**src/rtl/nfh_pkg.sv**
```systemverilog
// Purpose: Constants for the host-side controller of a parallel NOR flash bus.
// Assumes: 10 MHz ref_clk, word-wide or byte-wide flash, asynchronous device bus.
// Notes:   Timing counts are derived from times in nanoseconds.
package nfh_pkg;
	localparam int          CLK_PERIOD_NS   = 100;
	localparam int          ADDR_W          = 23;
	localparam int          DATA_W          = 16;
	// ----------------------------------------
	// Bus timing (least times round up)
	// ----------------------------------------
	localparam int          ACCESS_NS       = 70;
	localparam int          ACCESS_CYC      = (ACCESS_NS + CLK_PERIOD_NS - 1) / CLK_PERIOD_NS + 1;
	localparam int          WR_PULSE_NS     = 45;
	localparam int          WR_PULSE_CYC    = (WR_PULSE_NS + CLK_PERIOD_NS - 1) / CLK_PERIOD_NS;
	localparam int          RST_PULSE_NS    = 500;
	localparam int          RST_PULSE_CYC   = (RST_PULSE_NS + CLK_PERIOD_NS - 1) / CLK_PERIOD_NS;
	localparam int          CNT_W           = 4;
	// ----------------------------------------
	// Status word bit positions
	// ----------------------------------------
	localparam int          POLLING_BIT     = 7;
	localparam int          TOGGLE_BIT      = 6;
	localparam int          FAILURE_BIT     = 5;
	localparam int          ERASE_WIN_BIT   = 3;
	localparam int          ALT_TOGGLE_BIT  = 2;
	localparam int          BUF_ABORT_BIT   = 1;
	localparam int          STATUS_W        = 8;
	// ----------------------------------------
	// Command codes sent by the host
	// ----------------------------------------
	localparam logic [15:0] CMD_READ_RESET  = 16'h00F0;
	localparam logic [15:0] CMD_ABORT_RESET = 16'h00F0;
	localparam logic [15:0] DATA_ZERO       = 16'h0000;
	localparam logic [CNT_W-1:0] CNT_ZERO   = 4'h0;

	typedef enum logic [1:0] {
		OP_READ,
		OP_WRITE,
		OP_POLL,
		OP_HWRESET
	} nfh_op_t;

	typedef enum {
		ST_IDLE,
		ST_RD_WAIT,
		ST_WR_SETUP,
		ST_WR_PULSE,
		ST_WR_HOLD,
		ST_POLL_A,
		ST_POLL_B,
		ST_RST_LOW,
		ST_GAP
	} nfh_state_t;
endpackage

```
**src/rtl/nfh_host.sv**
```systemverilog
// Purpose: Host controller that drives the flash bus pins and polls status.
// Assumes: One op at a time; device pins are asynchronous to ref_clk.
// Notes:   Data bus uses three signals per pin; dq_oe_n low while driving.
// Notes on behaviour
// Blocks are uniform 64K words from zero
// Read: select and output enable low
// Device latches address on last falling strobe
// Device latches data on first rising strobe
// Output enable stays high through writes
// Select high puts device in standby
// Output enable high floats device data
// Reset low deselects and floats device
// Glitches under 5ns on strobes ignored
// Eight-word page selected by low address
// Extended blocks and CFI read singly
// Polling flag inverts programmed bit while busy
// Polling flag zero during erase, one done
// Toggle flag inverts each read while busy
// Toggle stops once erase actually suspended
// Failure flag one on failed operation
// Host issues read/reset after failure
// Erase-window flag one once erase runs
// Alt toggle inverts within erasing blocks
// Buffer abort needs abort-and-reset command
// Busy reads return status on low byte
// Device returns to read mode after success
// Suspended reads outside erase give data
// Width select low means byte mode
module nfh_host
	import nfh_pkg::*;
(
	input  wire logic              ref_clk,
	input  wire logic              srst,
	input  wire logic              cmd_valid,
	input  wire nfh_op_t           cmd_op,
	input  wire logic [ADDR_W-1:0] cmd_addr,
	input  wire logic [DATA_W-1:0] cmd_data,
	input  wire logic              cmd_word_mode,
	output logic                   cmd_ready,
	output logic                   rsp_valid,
	output logic [DATA_W-1:0]      rsp_data,
	output logic                   rsp_done,
	output logic                   rsp_failure,
	output logic                   rsp_abort,
	output logic                   rsp_erase_window,
	output logic                   rsp_alt_toggled,
	output logic                   recover_busy,
	output logic [ADDR_W-1:0]      flash_addr,
	output logic                   flash_ce_n,
	output logic                   flash_oe_n,
	output logic                   flash_we_n,
	output logic                   flash_rst_n,
	output logic                   flash_byte_n,
	output logic [DATA_W-1:0]      flash_dq_o,
	output logic                   flash_dq_oe_n,
	input  wire logic [DATA_W-1:0] flash_dq_i
);
	// ----------------------------------------
	// State record
	// ----------------------------------------
	typedef struct packed {
		nfh_state_t          st;
		logic [CNT_W-1:0]    cnt;
		logic [DATA_W-1:0]   dq_s1;
		logic [DATA_W-1:0]   dq_s2;
		logic [STATUS_W-1:0] first_rd;
		logic                recover;
		logic                ready;
		logic                rv;
		logic [DATA_W-1:0]   rdata;
		logic                done;
		logic                fail;
		logic                abort;
		logic                ewin;
		logic                alt;
		logic [ADDR_W-1:0]   addr;
		logic                ce_n;
		logic                oe_n;
		logic                we_n;
		logic                rst_n;
		logic                byte_n;
		logic [DATA_W-1:0]   dq_o;
		logic                dq_oe_n;
	} nfh_host_t;

	nfh_host_t s_reg;
	nfh_host_t s_next;

	// ----------------------------------------
	// Next state
	// ----------------------------------------
	always_comb begin
		s_next       = s_reg;
		s_next.dq_s1 = flash_dq_i;
		s_next.dq_s2 = s_reg.dq_s1;
		s_next.rv    = 1'b0;
		s_next.cnt   = (s_reg.cnt == CNT_ZERO) ? CNT_ZERO : s_reg.cnt - 4'h1;
		unique case (s_reg.st)
			ST_IDLE: begin
				if (s_reg.recover) begin
					// Failure or abort must be cleared before anything else
					s_next.recover = 1'b0;
					s_next.addr    = '0;
					s_next.dq_o    = CMD_READ_RESET;
					s_next.oe_n    = 1'b1;
					s_next.ready   = 1'b0;
					s_next.st      = ST_WR_SETUP;
				end else if (cmd_valid && s_reg.ready) begin
					s_next.ready  = 1'b0;
					s_next.addr   = cmd_addr;
					s_next.byte_n = cmd_word_mode;
					s_next.done   = 1'b0;
					unique case (cmd_op)
						OP_READ, OP_POLL: begin
							s_next.ce_n = 1'b0;
							s_next.oe_n = 1'b0;
							s_next.cnt  = CNT_W'(ACCESS_CYC);
							s_next.st   = (cmd_op == OP_POLL) ? ST_POLL_A : ST_RD_WAIT;
						end
						OP_WRITE: begin
							s_next.dq_o = cmd_data;
							s_next.st   = ST_WR_SETUP;
						end
						OP_HWRESET: begin
							s_next.rst_n = 1'b0;
							s_next.cnt   = CNT_W'(RST_PULSE_CYC);
							s_next.st    = ST_RST_LOW;
						end
					endcase
				end
			end
			ST_RD_WAIT: begin
				if (s_reg.cnt == CNT_ZERO) begin
					s_next.rdata = s_reg.dq_s2;
					s_next.rv    = 1'b1;
					s_next.done  = 1'b1;
					s_next.ce_n  = 1'b1;
					s_next.oe_n  = 1'b1;
					s_next.st    = ST_GAP;
				end
			end
			ST_WR_SETUP: begin
				// Select and strobe fall in the same cycle; the address was set up a cycle before
				s_next.ce_n    = 1'b0;
				s_next.dq_oe_n = 1'b0;
				s_next.we_n    = 1'b0;
				s_next.cnt     = CNT_W'(WR_PULSE_CYC);
				s_next.st      = ST_WR_PULSE;
			end
			ST_WR_PULSE: begin
				if (s_reg.cnt == CNT_ZERO) begin
					s_next.we_n = 1'b1;
					s_next.st   = ST_WR_HOLD;
				end
			end
			ST_WR_HOLD: begin
				s_next.ce_n    = 1'b1;
				s_next.dq_oe_n = 1'b1;
				s_next.st      = ST_GAP;
			end
			ST_POLL_A: begin
				// Two reads: a toggling bit means the operation still runs
				if (s_reg.cnt == CNT_ZERO) begin
					s_next.first_rd = s_reg.dq_s2[STATUS_W-1:0];
					s_next.oe_n     = 1'b1;
					s_next.cnt      = CNT_W'(ACCESS_CYC);
					s_next.st       = ST_POLL_B;
				end else if (s_reg.cnt == CNT_W'(1)) begin
					s_next.cnt = s_reg.cnt - 4'h1;
				end
			end
			ST_POLL_B: begin
				s_next.oe_n = 1'b0;
				if (s_reg.cnt == CNT_ZERO && !s_reg.oe_n) begin
					s_next.rdata = s_reg.dq_s2;
					s_next.rv    = 1'b1;
					// no toggle means finished, suspended or array data
					s_next.done  = (s_reg.first_rd[TOGGLE_BIT] == s_reg.dq_s2[TOGGLE_BIT]);
					// polling flag not read; done comes from the toggle bit alone
					// Both reads must flag it: status giving way to array data is no fault
					s_next.fail  = s_reg.first_rd[FAILURE_BIT] && s_reg.dq_s2[FAILURE_BIT] && !s_next.done;
					s_next.abort = s_reg.first_rd[BUF_ABORT_BIT] && s_reg.dq_s2[BUF_ABORT_BIT] && !s_next.done;
					s_next.ewin  = s_reg.dq_s2[ERASE_WIN_BIT];
					s_next.alt   = s_reg.first_rd[ALT_TOGGLE_BIT] != s_reg.dq_s2[ALT_TOGGLE_BIT];
					s_next.recover = s_next.fail || s_next.abort;
					s_next.ce_n  = 1'b1;
					s_next.oe_n  = 1'b1;
					s_next.st    = ST_GAP;
				end else if (s_reg.oe_n) begin
					s_next.cnt = CNT_W'(ACCESS_CYC);
				end
			end
			ST_RST_LOW: begin
				if (s_reg.cnt == CNT_ZERO) begin
					s_next.rst_n = 1'b1;
					s_next.done  = 1'b1;
					s_next.rv    = 1'b1;
					s_next.st    = ST_GAP;
				end
			end
			ST_GAP: begin
				// One idle cycle keeps strobe pulses well apart
				s_next.ready = !s_reg.recover;
				s_next.st    = ST_IDLE;
			end
		endcase
	end

	// ----------------------------------------
	// Registers
	// ----------------------------------------
	always_ff @(posedge ref_clk) begin
		if (srst) begin
			s_reg         <= '0;
			s_reg.st      <= ST_IDLE;
			s_reg.ready   <= 1'b1;
			s_reg.ce_n    <= 1'b1;
			s_reg.oe_n    <= 1'b1;
			s_reg.we_n    <= 1'b1;
			s_reg.rst_n   <= 1'b1;
			s_reg.byte_n  <= 1'b1;
			s_reg.dq_oe_n <= 1'b1;
			s_reg.dq_o    <= DATA_ZERO;
		end else begin
			s_reg <= s_next;
		end
	end

	assign cmd_ready        = s_reg.ready;
	assign rsp_valid        = s_reg.rv;
	assign rsp_data         = s_reg.rdata;
	assign rsp_done         = s_reg.done;
	assign rsp_failure      = s_reg.fail;
	assign rsp_abort        = s_reg.abort;
	assign rsp_erase_window = s_reg.ewin;
	assign rsp_alt_toggled  = s_reg.alt;
	assign recover_busy     = s_reg.recover;
	assign flash_addr       = s_reg.addr;
	assign flash_ce_n       = s_reg.ce_n;
	assign flash_oe_n       = s_reg.oe_n;
	assign flash_we_n       = s_reg.we_n;
	assign flash_rst_n      = s_reg.rst_n;
	assign flash_byte_n     = s_reg.byte_n;
	assign flash_dq_o       = s_reg.dq_o;
	assign flash_dq_oe_n    = s_reg.dq_oe_n;
endmodule

```
**config.mk**
```make
export PLATFORM = sky130hd
export DESIGN_NAME = nfh_host
export DESIGN_NICKNAME = d
export VERILOG_FILES = /design/src/rtl/nfh_pkg.sv /design/src/rtl/nfh_host.sv
export SDC_FILE = /design/constraint.sdc
export NUM_CORES = 1
export LEC_CHECK = 0
export BUFFER_PORTS_ARGS = -buffer_cell sky130_fd_sc_hd__buf_2
export CORE_ASPECT_RATIO = 1.75
export CORE_UTILIZATION = 47
export CTS_CLUSTER_SIZE = 30
export DETAILED_ROUTE_END_ITERATION = 8
export PLACE_DENSITY = 0.81
export SETUP_SLACK_MARGIN = 0.15
export SLEW_MARGIN = 10
export SYNTH_ARGS = -nofsm -noshare
export SYNTH_HDL_FRONTEND = slang
export SYNTH_SLANG_ARGS = --single-unit
```
**constraint.sdc**
```tcl
create_clock -name ref_clk -period 1.7 [get_ports ref_clk]
set_input_delay 0.425 -clock ref_clk [delete_from_list [all_inputs] [get_ports ref_clk]]
set_output_delay 0.425 -clock ref_clk [all_outputs]
set_load 0.01 [all_outputs]
```
* Word level (Yosys, flattened, before mapping) *
Cells that the tools add are included.

storage, ports and cells
  register bits after elaboration = 144
  input bits = 61
  output and inout port bits = 69
  word-level logic and storage cells = 137

cells by class
  add/subtract/negate cells = 1
  equality and inequality tests = 26
  mux-type cells = 47
  bitwise operators = 1
  reductions and logical operators = 40

operators with widths
  cell                                             number
  one-hot mux 32 bit (8 select lines)              1
  two-way mux 32 bit                               5
  == test 32 x 3 -> 1 bit (second input constant)  4
  one-hot mux 32 bit (3 select lines)              1
  == test 32 x 2 -> 1 bit (second input constant)  2
  two-way mux 18 bit                               2
  two-way mux 36 bit                               1
  == test 32 x 1 -> 1 bit (second input constant)  1
  == test 32 x 4 -> 1 bit (second input constant)  1
  zero test 32 bit                                 1
  two-way mux 16 bit                               2
  one-hot mux 16 bit (2 select lines)              1
  two-way mux 25 bit                               1
  two-way mux 4 bit                                6
  two-way mux 23 bit                               1
  two-way mux 22 bit                               1
  one-hot mux 4 bit (4 select lines)               1
  nonzero test 2 bit                               8
  AND reduction 5 bit                              3
  != test 2 bit (second input constant)            7
  AND reduction 2 bit                              6
  AND reduction 6 bit                              2
  one-hot mux 1 bit (2 select lines)               5
  two-way mux 1 bit                                9
  other kinds (25)                                 43

* Logic depth before layout (Yosys ltp) *
Gate-level depths: netlist (run 1).

  depth after elaboration = 6
  depth in mapped cells = 8
  mapped depth without buffers = 7

* Worst setup path after synthesis (run 1) *
No wires, ideal clock.

  path type = register to register
  from = register s_reg[109] (netlist bit)
  to = register s_reg, in the netlist rsp_done
  setup time = 0.091 ns
  data arrival time = 1.734 ns
  required time = 1.609 ns
  path slack = -0.125 ns
  cell stages (with the launch flop) = 9
  buffers on the path = 1
  period minus slack after synthesis = 1.825 ns
  path through = dfxtp_1 > inv_1 > ha_1 > or3b_1 > buf_6 > a221o_1 > a21oi_2 > nor2_1 > a311oi_1

on the way
  cells in the longest elaborated chain, start to end = 4
  elaborated cells on any way between the ends = 6
  those cells by class = eq/ne: 3; reduce/logical: 3

ends and longest elaborated chain
  element                                 line                                               text
  start: declaration                      nfh_host.sv:86                                     nfh_host_t s_reg;
  start signal: assignment                nfh_host.sv:225                                    s_reg <= s_next;
  zero test 4 bit *                       nfh_host.sv:133, nfh_host.sv:174, nfh_host.sv:194
  logical AND 1 bit                       nfh_host.sv:174                                    if (s_reg.cnt == CNT_ZERO && !s_reg.oe_n) begin
  != test 2 bit (no source line)          --
  AND reduction 6 bit (no source line) *  --

Mark *: on every way between the ends. The rest lies on a longest branch, timed or not.
A chain may end at the register's enable or synchronous reset.

* Final worst setup path (run 1) *
  from = register s_reg[110] (netlist bit)
  to = register s_reg, in the netlist rsp_done

The elaborated chain is that of the path after synthesis.

==> reports/metrics.cfg, run 1 <==
[grt]
grt_pass1_wl_um=19300
grt_max_degree=34
grt_pass1_vias=4114
gr-total-overflow=0
antenna_found_initial=0
grtUsageTotal_pct=23.7

[critical_path]
max_stage_delay_ps=430
cp.arrival_ps=2080
slowest_stage=or3b_4
cp_cell_sequence=inv_2 > ha_4 > or3b_4 > a221o_1 > a21oi_2 > nor2_1 > a311oi_1
cp-start-kind=register
worst-path-buf-inv=1
path_class=reg2reg
critPathRequiredTime_ps=2010
end_kind=register
cp_max_fo=7
critPathTopFamily=compound AO/OA/AOI/OAI gates

[synthesis]
synthAdderAreaFrac_pct=0.519
synthSimpleGateAreaFrac_pct=19.6
synthXorXnorAreaFrac_pct=0.908
synthCells=540
synthFlopType=dfxtp_1
synth_top_family_by_area=simple AND/OR/NAND/NOR gates
yosys.area.top_type=dfxtp_1
async_flop_share_pct=0
synth.area.top_cells=dfxtp_1 (47%), buf_4 (8.9%), nor2_1 (5.2%), nor2b_1 (4.7%), mux2i_1 (4.4%)
syn_area_per_cell_um2=8.93
synth_fp_nets=603
synth-warning-count=0
netlist_area_um2=4820
seq_area_frac_synth_pct=46.9
yosys.area.top_type_share_pct=46.9
synth_compound_area_share_pct=14.8
ys_types=58
muxShareOfSynthArea_pct=4.59
synth_edf_count=0
ys_ff_latch=113

[timing]
whs_ps=230
slew_headroom_pct=66.9
period_needed_ps=1770
timing_hold_violations_final=0
fmax_mhz=564
tns_ps=-931
setup_viol=24
finalWorstSetupSlack_ps=-72.6
rsz0062_at_grt=yes
tightest_slew_ps=491
slew_viol_final=0
final.period_utilization_pct=104
clock_skew_ps=8.93

[route]
antenna_left=0
vias=4198
drtIter0Drc=256
routed_wl_um=12500
viasPerCell=5.29
drcViolationCount=0
wl_per_cell_um=15.7
firstDrtPassIters=6

[clock_network]
cts_hold_buf=0
clock_latency_ps=400
cts_buffer_depth=2
cts_tree=done
clock_sinks=113
cts_made_buffers=17
cts_htree_levels=4
root_buffer=clkbuf_16
clkTransAtPathRegs_ps=50

[floorplanning]
core_um2=9910
initial_core_util_pct=48.6
rows=48
ios=130
fp.dieW_um=78.6
dieArea_um2=10700
die_h_um=136

[final_layout]
nets=720
final_cell_mix=buf_2 (128), dfxtp_1 (104), nor2_1 (66), buf_4 (46), nor2b_1 (35)
largest_reg_flops=28
mostFrequentLayoutCell=buf_2
num-fill-cells=810
diodes=0
area_growth_pct=34.5
drive_gt1_share_pct=40.4

[min_path]
hold_class=in2reg

[power]
leakage_nw=2.94
vdd_ir_drop_max_uv=1610
power.density_nw_per_um2=1810

[run_status]
status=complete, but fails checks
violations=setup timing

[run]
drv_cap=0

[place]
io_buffers=129
dp_slack_ps=-196
place_congestion=0.897
dp_hpwl_um=8630

worst register-to-register path, cell delays in order (launching register included):
cell and delay, ps:
dfxtp_2 320, inv_2 80, ha_4 130, or3b_4 430
a221o_1 340, a21oi_2 140, nor2_1 60, a311oi_1 180
synth_stat cells, drive strengths merged, types with 2 or more instances:
cell    count
o21ai      14
a211o       3
dfxtp     113
nand4       2
nand3      14
nor4        4
a31oi       4
or2         2
nor2b      36
nand2      29
a311oi      5
nor3       15
o211ai      3
ha          2
a211oi      3
clkbuf     25
nor2       67
nand3b      4
a221oi      3
xor2        2
a21oi      36
xnor2       3
a22oi      24
inv         7
o311ai      2
nand2b      7
buf        68
mux2i      21
cells by family after synthesis:
kind of cell,Yosys count
AND/OR/NAND/NOR,190
flip-flops,113
AO/OA/AOI/OAI,108
buffers and inverters,100
multiplexers,22
XOR/XNOR,5
adder cells (fa/ha/maj),2
power by group:
group / internal, mW / switching (mW) / total [mW]
clock: 2.51 / 1.17 / 3.68
sequential: 3.04 / 0.275 / 3.31
combinational: 2.31 / 2.43 / 4.74
total: 7.85 / 3.87 / 11.7
routing by layer:
layer	up-vias	track usage (%)	wire length [um]
met5	-	0	0
met1	2012	22.9	4400
met3	29	6.11	522
li1	2039	-	-
met4	0	13.9	433
met2	118	44.1	7110
repair_timing:
| action | in CTS | in global routing |
|---|---|---|
| cloned | 1 | 1 |
| setup buffers | 7 | 6 |
| resized for setup | 27 | 37 |
| pin swaps | 24 | 17 |
| endpoints found under the setup margin | 77 | 75 |
metrics by stage:
stage / power [mW] / utilization (%) / instance area [um^2] / instances
3_5_place_dp: 7.18 / 55.6 / 5510 / 748
6_report: 11.7 / 65.4 / 6480 / 793
5_1_grt: 12.3 / 65.4 / 6480 / 793
3_3_place_gp: 7.12 / 55.6 / 5510 / 748
2_1_floorplan: 5.88 / - / 4880 / 540
4_1_cts: 11.3 / 63.5 / 6290 / 786
cell type report:
cell class / count / area [um^2] / area share (%)
inverters: 7 / 26.3 / 0.405
multi-input cells: 328 / 2160 / 33.4
repair buffers: 190 / 1240 / 19.1
clock inverters: 10 / 160 / 2.47
flip-flops and latches: 113 / 2280 / 35.2
clock buffers: 20 / 457 / 7.04
well taps: 125 / 156 / 2.41
path summary, 6_finish.rpt:
kind / from / to / slack (ps) / cells past startpoint
worst max-delay path: s_reg[110]$_SDFF_PP0_ / rsp_done$_SDFFE_PP0P_ / -70 / 7
worst min-delay path: flash_dq_i[7] / s_next[84]$_SDFF_PP0_ / 230 / 2
worst max register to register: s_reg[110]$_SDFF_PP0_ / rsp_done$_SDFFE_PP0P_ / -70 / 7
worst min register to register: s_next[80]$_SDFF_PP0_ / s_reg[80]$_SDFF_PP0_ / 430 / 1
Power figures use the tool's default switching activity.
==> run 2, diff against run 1 <==
--- a/config.mk
+++ b/config.mk
@@ -7,10 +7,10 @@
 export LEC_CHECK = 0
 export BUFFER_PORTS_ARGS = -buffer_cell sky130_fd_sc_hd__buf_2
 export CORE_ASPECT_RATIO = 1.75
-export CORE_UTILIZATION = 47
+export CORE_UTILIZATION = 50
 export CTS_CLUSTER_SIZE = 30
 export DETAILED_ROUTE_END_ITERATION = 8
-export PLACE_DENSITY = 0.81
+export PLACE_DENSITY = 0.83
 export SETUP_SLACK_MARGIN = 0.15
 export SLEW_MARGIN = 10
 export SYNTH_ARGS = -nofsm -noshare
==> constraint.sdc (replaced) <==
create_clock -name ref_clk -period 2.2 [get_ports ref_clk]
set_input_delay 0.55 -clock ref_clk [delete_from_list [all_inputs] [get_ports ref_clk]]
set_output_delay 0.55 -clock ref_clk [all_outputs]
set_load 0.01 [all_outputs]
==> reports/metrics.cfg, run 2 (synthesis results as in run 1) <==
[grt]
grt_use_met1_pct=24.6  ; +1.7 points
grt_pass1_vias=4087  ; -0.66%
grtUsageTotal_pct=24.0  ; +0.32 points
grt_pass1_wl_um=19000  ; -1.7%
met3_usage_pct=7.13  ; +1.0 points
use_met2_pct=41.7  ; -2.4 points
gr-total-overflow=0  ; unchanged
antenna_found_initial=0  ; unchanged
globalRoute.busiestLayer=met2
grt_max_degree=54  ; +59%

[critical_path]
end_kind=register
reg2reg_setup_slack_ps=210  ; +290 ps
r2r_cells=7  ; unchanged
cp-start-kind=register
critPathRequiredTime_ps=2460  ; +450 ps
r2r_start=s_reg[109]$_SDFF_PP0_
path_class=reg2reg
cp_max_fo=6  ; -1
r2r_end=flash_oe_n$_SDFFE_PP1P_
cp.arrival_ps=2250  ; +170 ps

[clock_network]
clock_sinks=113  ; unchanged
clock_latency_ps=400  ; about the same
cts_htree_levels=4  ; unchanged
cts_tree=done
cts_made_buffers=17  ; unchanged
cts_buffer_depth=2  ; unchanged
clkTransAtPathRegs_ps=50  ; about the same
root_buffer=clkbuf_16

[final_layout]
area_growth_pct=20.5
postLayoutCellArea_um2=5810  ; -10%
largest_reg_flops=28  ; unchanged
final_cell_mix=buf_2 (128), dfxtp_1 (113), nor2_1 (67), nor2b_1 (36), a21oi_1 (35)
drive_gt1_share_pct=30.5  ; -10 points
nets=679  ; -5.7%
diodes=0  ; unchanged
mostFrequentLayoutCell=buf_2

[place]
dp_hpwl_um=7820  ; -9.5%
dp_slack_ps=195  ; +392 ps
place_congestion=0.900  ; +0.30%
io_buffers=129  ; unchanged
placed_cell_area_um2=5210  ; -5.5%

[route]
wl_per_cell_um=15.4  ; -2.0%
routed_wl_um=11500  ; -7.4%
drtIter0Drc=335  ; +31%
viasPerCell=5.45  ; +3.0%
firstDrtPassIters=5  ; -1
drcViolationCount=0  ; unchanged
vias=4085  ; -2.7%
antenna_left=0  ; unchanged

[timing]
rsz0062_at_grt=no
clock_skew_ps=10.5  ; +1.61 ps
finalWorstSetupSlack_ps=214  ; +286 ps
fmax_mhz=503  ; -11%
tns_ps=0  ; +931 ps
tightest_slew_ps=551  ; +60.5 ps
timing_hold_violations_final=0  ; unchanged
slew_viol_final=0  ; unchanged
period_needed_ps=1990  ; +214 ps
slew_headroom_pct=63.0  ; -3.9 points
final.period_utilization_pct=90.3  ; -14 points
whs_ps=358  ; +128 ps
setup_viol=0  ; -100%

[floorplanning]
rows=47  ; -2.1%
fp.dieW_um=76.2  ; -3.0%
core_um2=9410  ; -5.1%
ios=130  ; unchanged
dieArea_um2=10100  ; -5.9%
die_h_um=132  ; -3.0%
initial_core_util_pct=51.2  ; +2.6 points

[min_path]
holdPathStages=2  ; unchanged
hold_end=s_next[90]$_SDFF_PP0_
hold_class=in2reg
hold_start=flash_dq_i[13]

[power]
vdd_ir_drop_max_uv=770  ; -52%
leakage_nw=2.62  ; -11%
total_power_mw=7.76  ; -34%
power.density_nw_per_um2=1340  ; -26%

[run]
drv_cap=0  ; unchanged

[run_status]
status=completed

[run 2: cell count changes in the layout (fill, tap and decap cells not counted), sizes merged]
cell,previous run,this run
clkinvlp,1,4
or3b,1,2
clkinv,5,4
o21a,2,1
bufinv,4,2
clkbuf,21,20
buf,189,149
[run 2: repair_timing]
action | in CTS | in global routing
cloned | 0 | 1
resized for setup | 1 | 4
setup endpoints to repair | 1 | 11
setup buffers | 0 | 1
hold buffers | 0 | 0
[run 2: worst max-delay path: stages, from the launching register on]
cell and delay [ps]:
dfxtp_1 320, inv_1 100, ha_2 230, or3b_4 430, nor2_1 190, o311ai_0 200, nor4_1 310, a21oi_1 60
[run 2: per-stage QoR]
| stage | utilization (%) | cells |
|---|---|---|
| after CTS | 61.4 | 747 |
| after detailed placement | 55.4 | 717 |
| final | 61.7 | 749 |
| after floorplan | - | 540 |
| after global placement | 55.4 | 717 |
| after global routing | 61.7 | 749 |
[run 2: worst max-delay path by stage]
stage	from	endpoint	depth (start not counted)	slack, ps
floorplan	s_reg[109]$_SDFF_PP0_	rsp_done$_SDFFE_PP0P_	8	380
global placement	s_reg[109]$_SDFF_PP0_	flash_oe_n$_SDFFE_PP1P_	7	270
detailed placement	s_reg[109]$_SDFF_PP0_	rsp_done$_SDFFE_PP0P_	7	200
CTS	s_reg[109]$_SDFF_PP0_	rsp_done$_SDFFE_PP0P_	7	140
global route	s_reg[109]$_SDFF_PP0_	flash_oe_n$_SDFFE_PP1P_	7	160
finish	s_reg[109]$_SDFF_PP0_	flash_oe_n$_SDFFE_PP1P_	7	210
[run 2: per-layer routing]
layer	wire length (um)	vias to the layer above	share of wire, %
li1	-	1956	-
met1	4410	1915	38
met2	6160	179	53
met3	602	35	5.2
met4	375	0	3.2
met5	0	-	0
[run 2: report_power, final]
part           switching [mW]  internal, mW
clock network           0.898          1.67
logic                    1.58          1.09
registers               0.186          2.33
total                    2.66          5.09
[run 2: area by class of cell]
class	count	area, um^2
timing repair buffer	149	823
fill	819	3600
tap	122	153
clock buffer	20	447
clock inverter	10	114
inverter	7	26.3
multi-input combinational	328	1980
sequential	113	2260
==> run 3, diff against run 2 <==
==> constraint.sdc (replaced) <==
create_clock -name ref_clk -period 1.9 [get_ports ref_clk]
set_input_delay 0.475 -clock ref_clk [delete_from_list [all_inputs] [get_ports ref_clk]]
set_output_delay 0.475 -clock ref_clk [all_outputs]
set_load 0.01 [all_outputs]
==> reports/metrics.cfg, run 3 (synthesis results as in run 1) <==
[place]
place_congestion=0.901  ; +0.13%
io_buffers=129  ; unchanged
dp_hpwl_um=8290  ; +6.1%
dp_slack_ps=20.7  ; -175 ps
placed_cell_area_um2=5320  ; +2.2%

[route]
vias=4169  ; +2.1%
routed_wl_um=11600  ; +0.68%
drtIter0Drc=321  ; -4.2%
viasPerCell=5.45  ; about the same
antenna_left=0  ; unchanged
firstDrtPassIters=5  ; unchanged
drcViolationCount=0  ; unchanged
wl_per_cell_um=15.2  ; -1.4%

[clock_network]
cts_htree_levels=4  ; unchanged
cts_tree=done
clock_sinks=113  ; unchanged
clock_latency_ps=410  ; about the same
cts_buffer_depth=2  ; unchanged
root_buffer=clkbuf_16
cts_hold_buf=0  ; unchanged
cts_made_buffers=17  ; unchanged
clkTransAtPathRegs_ps=50  ; about the same

[floorplanning]
dieArea_um2=10100  ; unchanged
initial_core_util_pct=51.2  ; unchanged
core_um2=9410  ; unchanged
die_h_um=132  ; unchanged
fp.dieW_um=76.2  ; unchanged
rows=47  ; unchanged
ios=130  ; unchanged

[final_layout]
final_cell_mix=buf_2 (128), dfxtp_1 (109), nor2_1 (66), nor2b_1 (36), a21oi_1 (34)
postLayoutCellArea_um2=6030  ; +3.8%
area_growth_pct=25.0
diodes=0  ; unchanged
register_area_um2=2270  ; +0.22%
largest_reg_flops=28  ; unchanged
mostFrequentLayoutCell=buf_2
final_core_util_pct=64.0  ; +2.3 points
multiInputGateArea_um2=2010  ; +1.5%
num-fill-cells=792  ; -3.3%
drive_gt1_share_pct=34.4  ; +3.9 points
nets=694  ; +2.2%

[grt]
grt_max_degree=43  ; -20%
grt_pass1_wl_um=18900  ; -0.51%
grtUsageTotal_pct=23.9  ; -0.13 points
gr-total-overflow=0  ; unchanged
grt_pass1_vias=4084  ; -0.073%
antenna_found_initial=0  ; unchanged

[timing]
timing_hold_violations_final=0  ; unchanged
final.period_utilization_pct=93.0  ; +2.8 points
rsz0062_at_grt=yes
clock_skew_ps=7.31  ; -3.23 ps
period_needed_ps=1770  ; -218 ps
slew_viol_final=0  ; unchanged
finalWorstSetupSlack_ps=132  ; -81.5 ps
setup_viol=0  ; unchanged
tns_ps=0  ; unchanged
fmax_mhz=566  ; +12%
whs_ps=276  ; -82.3 ps
tightest_slew_ps=506  ; -44.9 ps
slew_headroom_pct=66.1  ; +3.2 points

[power]
leakage_nw=2.73  ; +4.2%
seqPwrFrac_pct=30.7  ; -1.7 points
vdd_ir_drop_max_uv=954  ; +24%
p_clk_share_pct=33.1  ; about the same
switching_share_pct=33.9  ; -0.44 points
combPwrFrac_pct=36.2  ; +1.8 points
switching_power_mw=3.20  ; +20%
power.density_nw_per_um2=1570  ; +17%
intPower_mw=6.24  ; +23%

[critical_path]
critPathTopFamily=compound AO/OA/AOI/OAI gates
critPathRequiredTime_ps=2220  ; -240 ps
reg2reg_setup_slack_ps=130  ; -80 ps
cp_max_fo=6  ; unchanged
end_kind=register
slowest_stage=or3b_4
cp-start-kind=register
r2r_start=s_reg[109]$_SDFF_PP0_
cp.arrival_ps=2080  ; -170 ps
cp_cell_sequence=inv_2 > ha_4 > or3b_4 > a221o_1 > a21oi_2 > nor2_1 > a311oi_1
max_stage_delay_ps=430  ; about the same
worst-path-buf-inv=1  ; unchanged
path_class=reg2reg
r2r_end=rsp_done$_SDFFE_PP0P_
r2r_cells=7  ; unchanged

[min_path]
hold_class=in2reg
hold_start=flash_dq_i[9]
hold_end=s_next[86]$_SDFF_PP0_
holdPathStages=2  ; unchanged

[run_status]
status=completed

[run]
drv_cap=0  ; unchanged

[run 3: layer usage]
layer / vias up / global-route usage [%] / part of all wire [%]
met5: - / 0 / 0
met4: 0 / 16.8 / 5.4
met3: 52 / 5.81 / 5.4
met2: 183 / 43.0 / 53
met1: 1948 / 23.6 / 36
li1: 1986 / - / -
[run 3: cell type report]
class / count / share of cell area [%]
clock buffers: 20 / 7.75
clock inverters: 11 / 2.18
inverters: 7 / 0.436
multi-input cells: 327 / 33.4
flip-flops and latches: 113 / 37.6
well taps: 122 / 2.53
repair buffers: 165 / 16.1
[run 3: what timing repair did]
action,4_1_cts,5_1_grt
buffers inserted,3,2
pin swaps,5,4
setup endpoints to repair,14,52
resized for setup,7,13
[run 3: worst max path at each step]
stage | start | end | slack [ps] | cells past startpoint
floorplan | s_reg[109]$_SDFF_PP0_ | rsp_done$_SDFFE_PP0P_ | 150 | 8
global placement | s_reg[109]$_SDFF_PP0_ | flash_oe_n$_SDFFE_PP1P_ | 70 | 7
detailed placement | s_reg[109]$_SDFF_PP0_ | s_reg[71]$_SDFFE_PP0P_ | 20 | 7
CTS | s_reg[110]$_SDFF_PP0_ | rsp_done$_SDFFE_PP0P_ | 150 | 7
global route | s_reg[109]$_SDFF_PP0_ | s_reg[116]$_SDFFE_PP0P_ | 60 | 7
finish | s_reg[109]$_SDFF_PP0_ | rsp_done$_SDFFE_PP0P_ | 130 | 7
[run 3: power by group through the flow]
stage | registers (mW) | clock network, mW | logic, mW
final | 2.90 | 3.12 | 3.42
after global routing | 2.94 | 3.28 | 3.73
after CTS | 2.89 | 3.16 | 3.27
after detailed placement | 2.94 | 0 | 3.15
after global placement | 2.91 | 0 | 3.12
after floorplan | 2.91 | 0 | 2.27
[run 3: metrics by stage]
stage / total power, mW / instances
2_1_floorplan: 5.18 / 540
3_3_place_gp: 6.03 / 729
3_5_place_dp: 6.09 / 729
4_1_cts: 9.32 / 763
5_1_grt: 9.95 / 765
6_report: 9.44 / 765
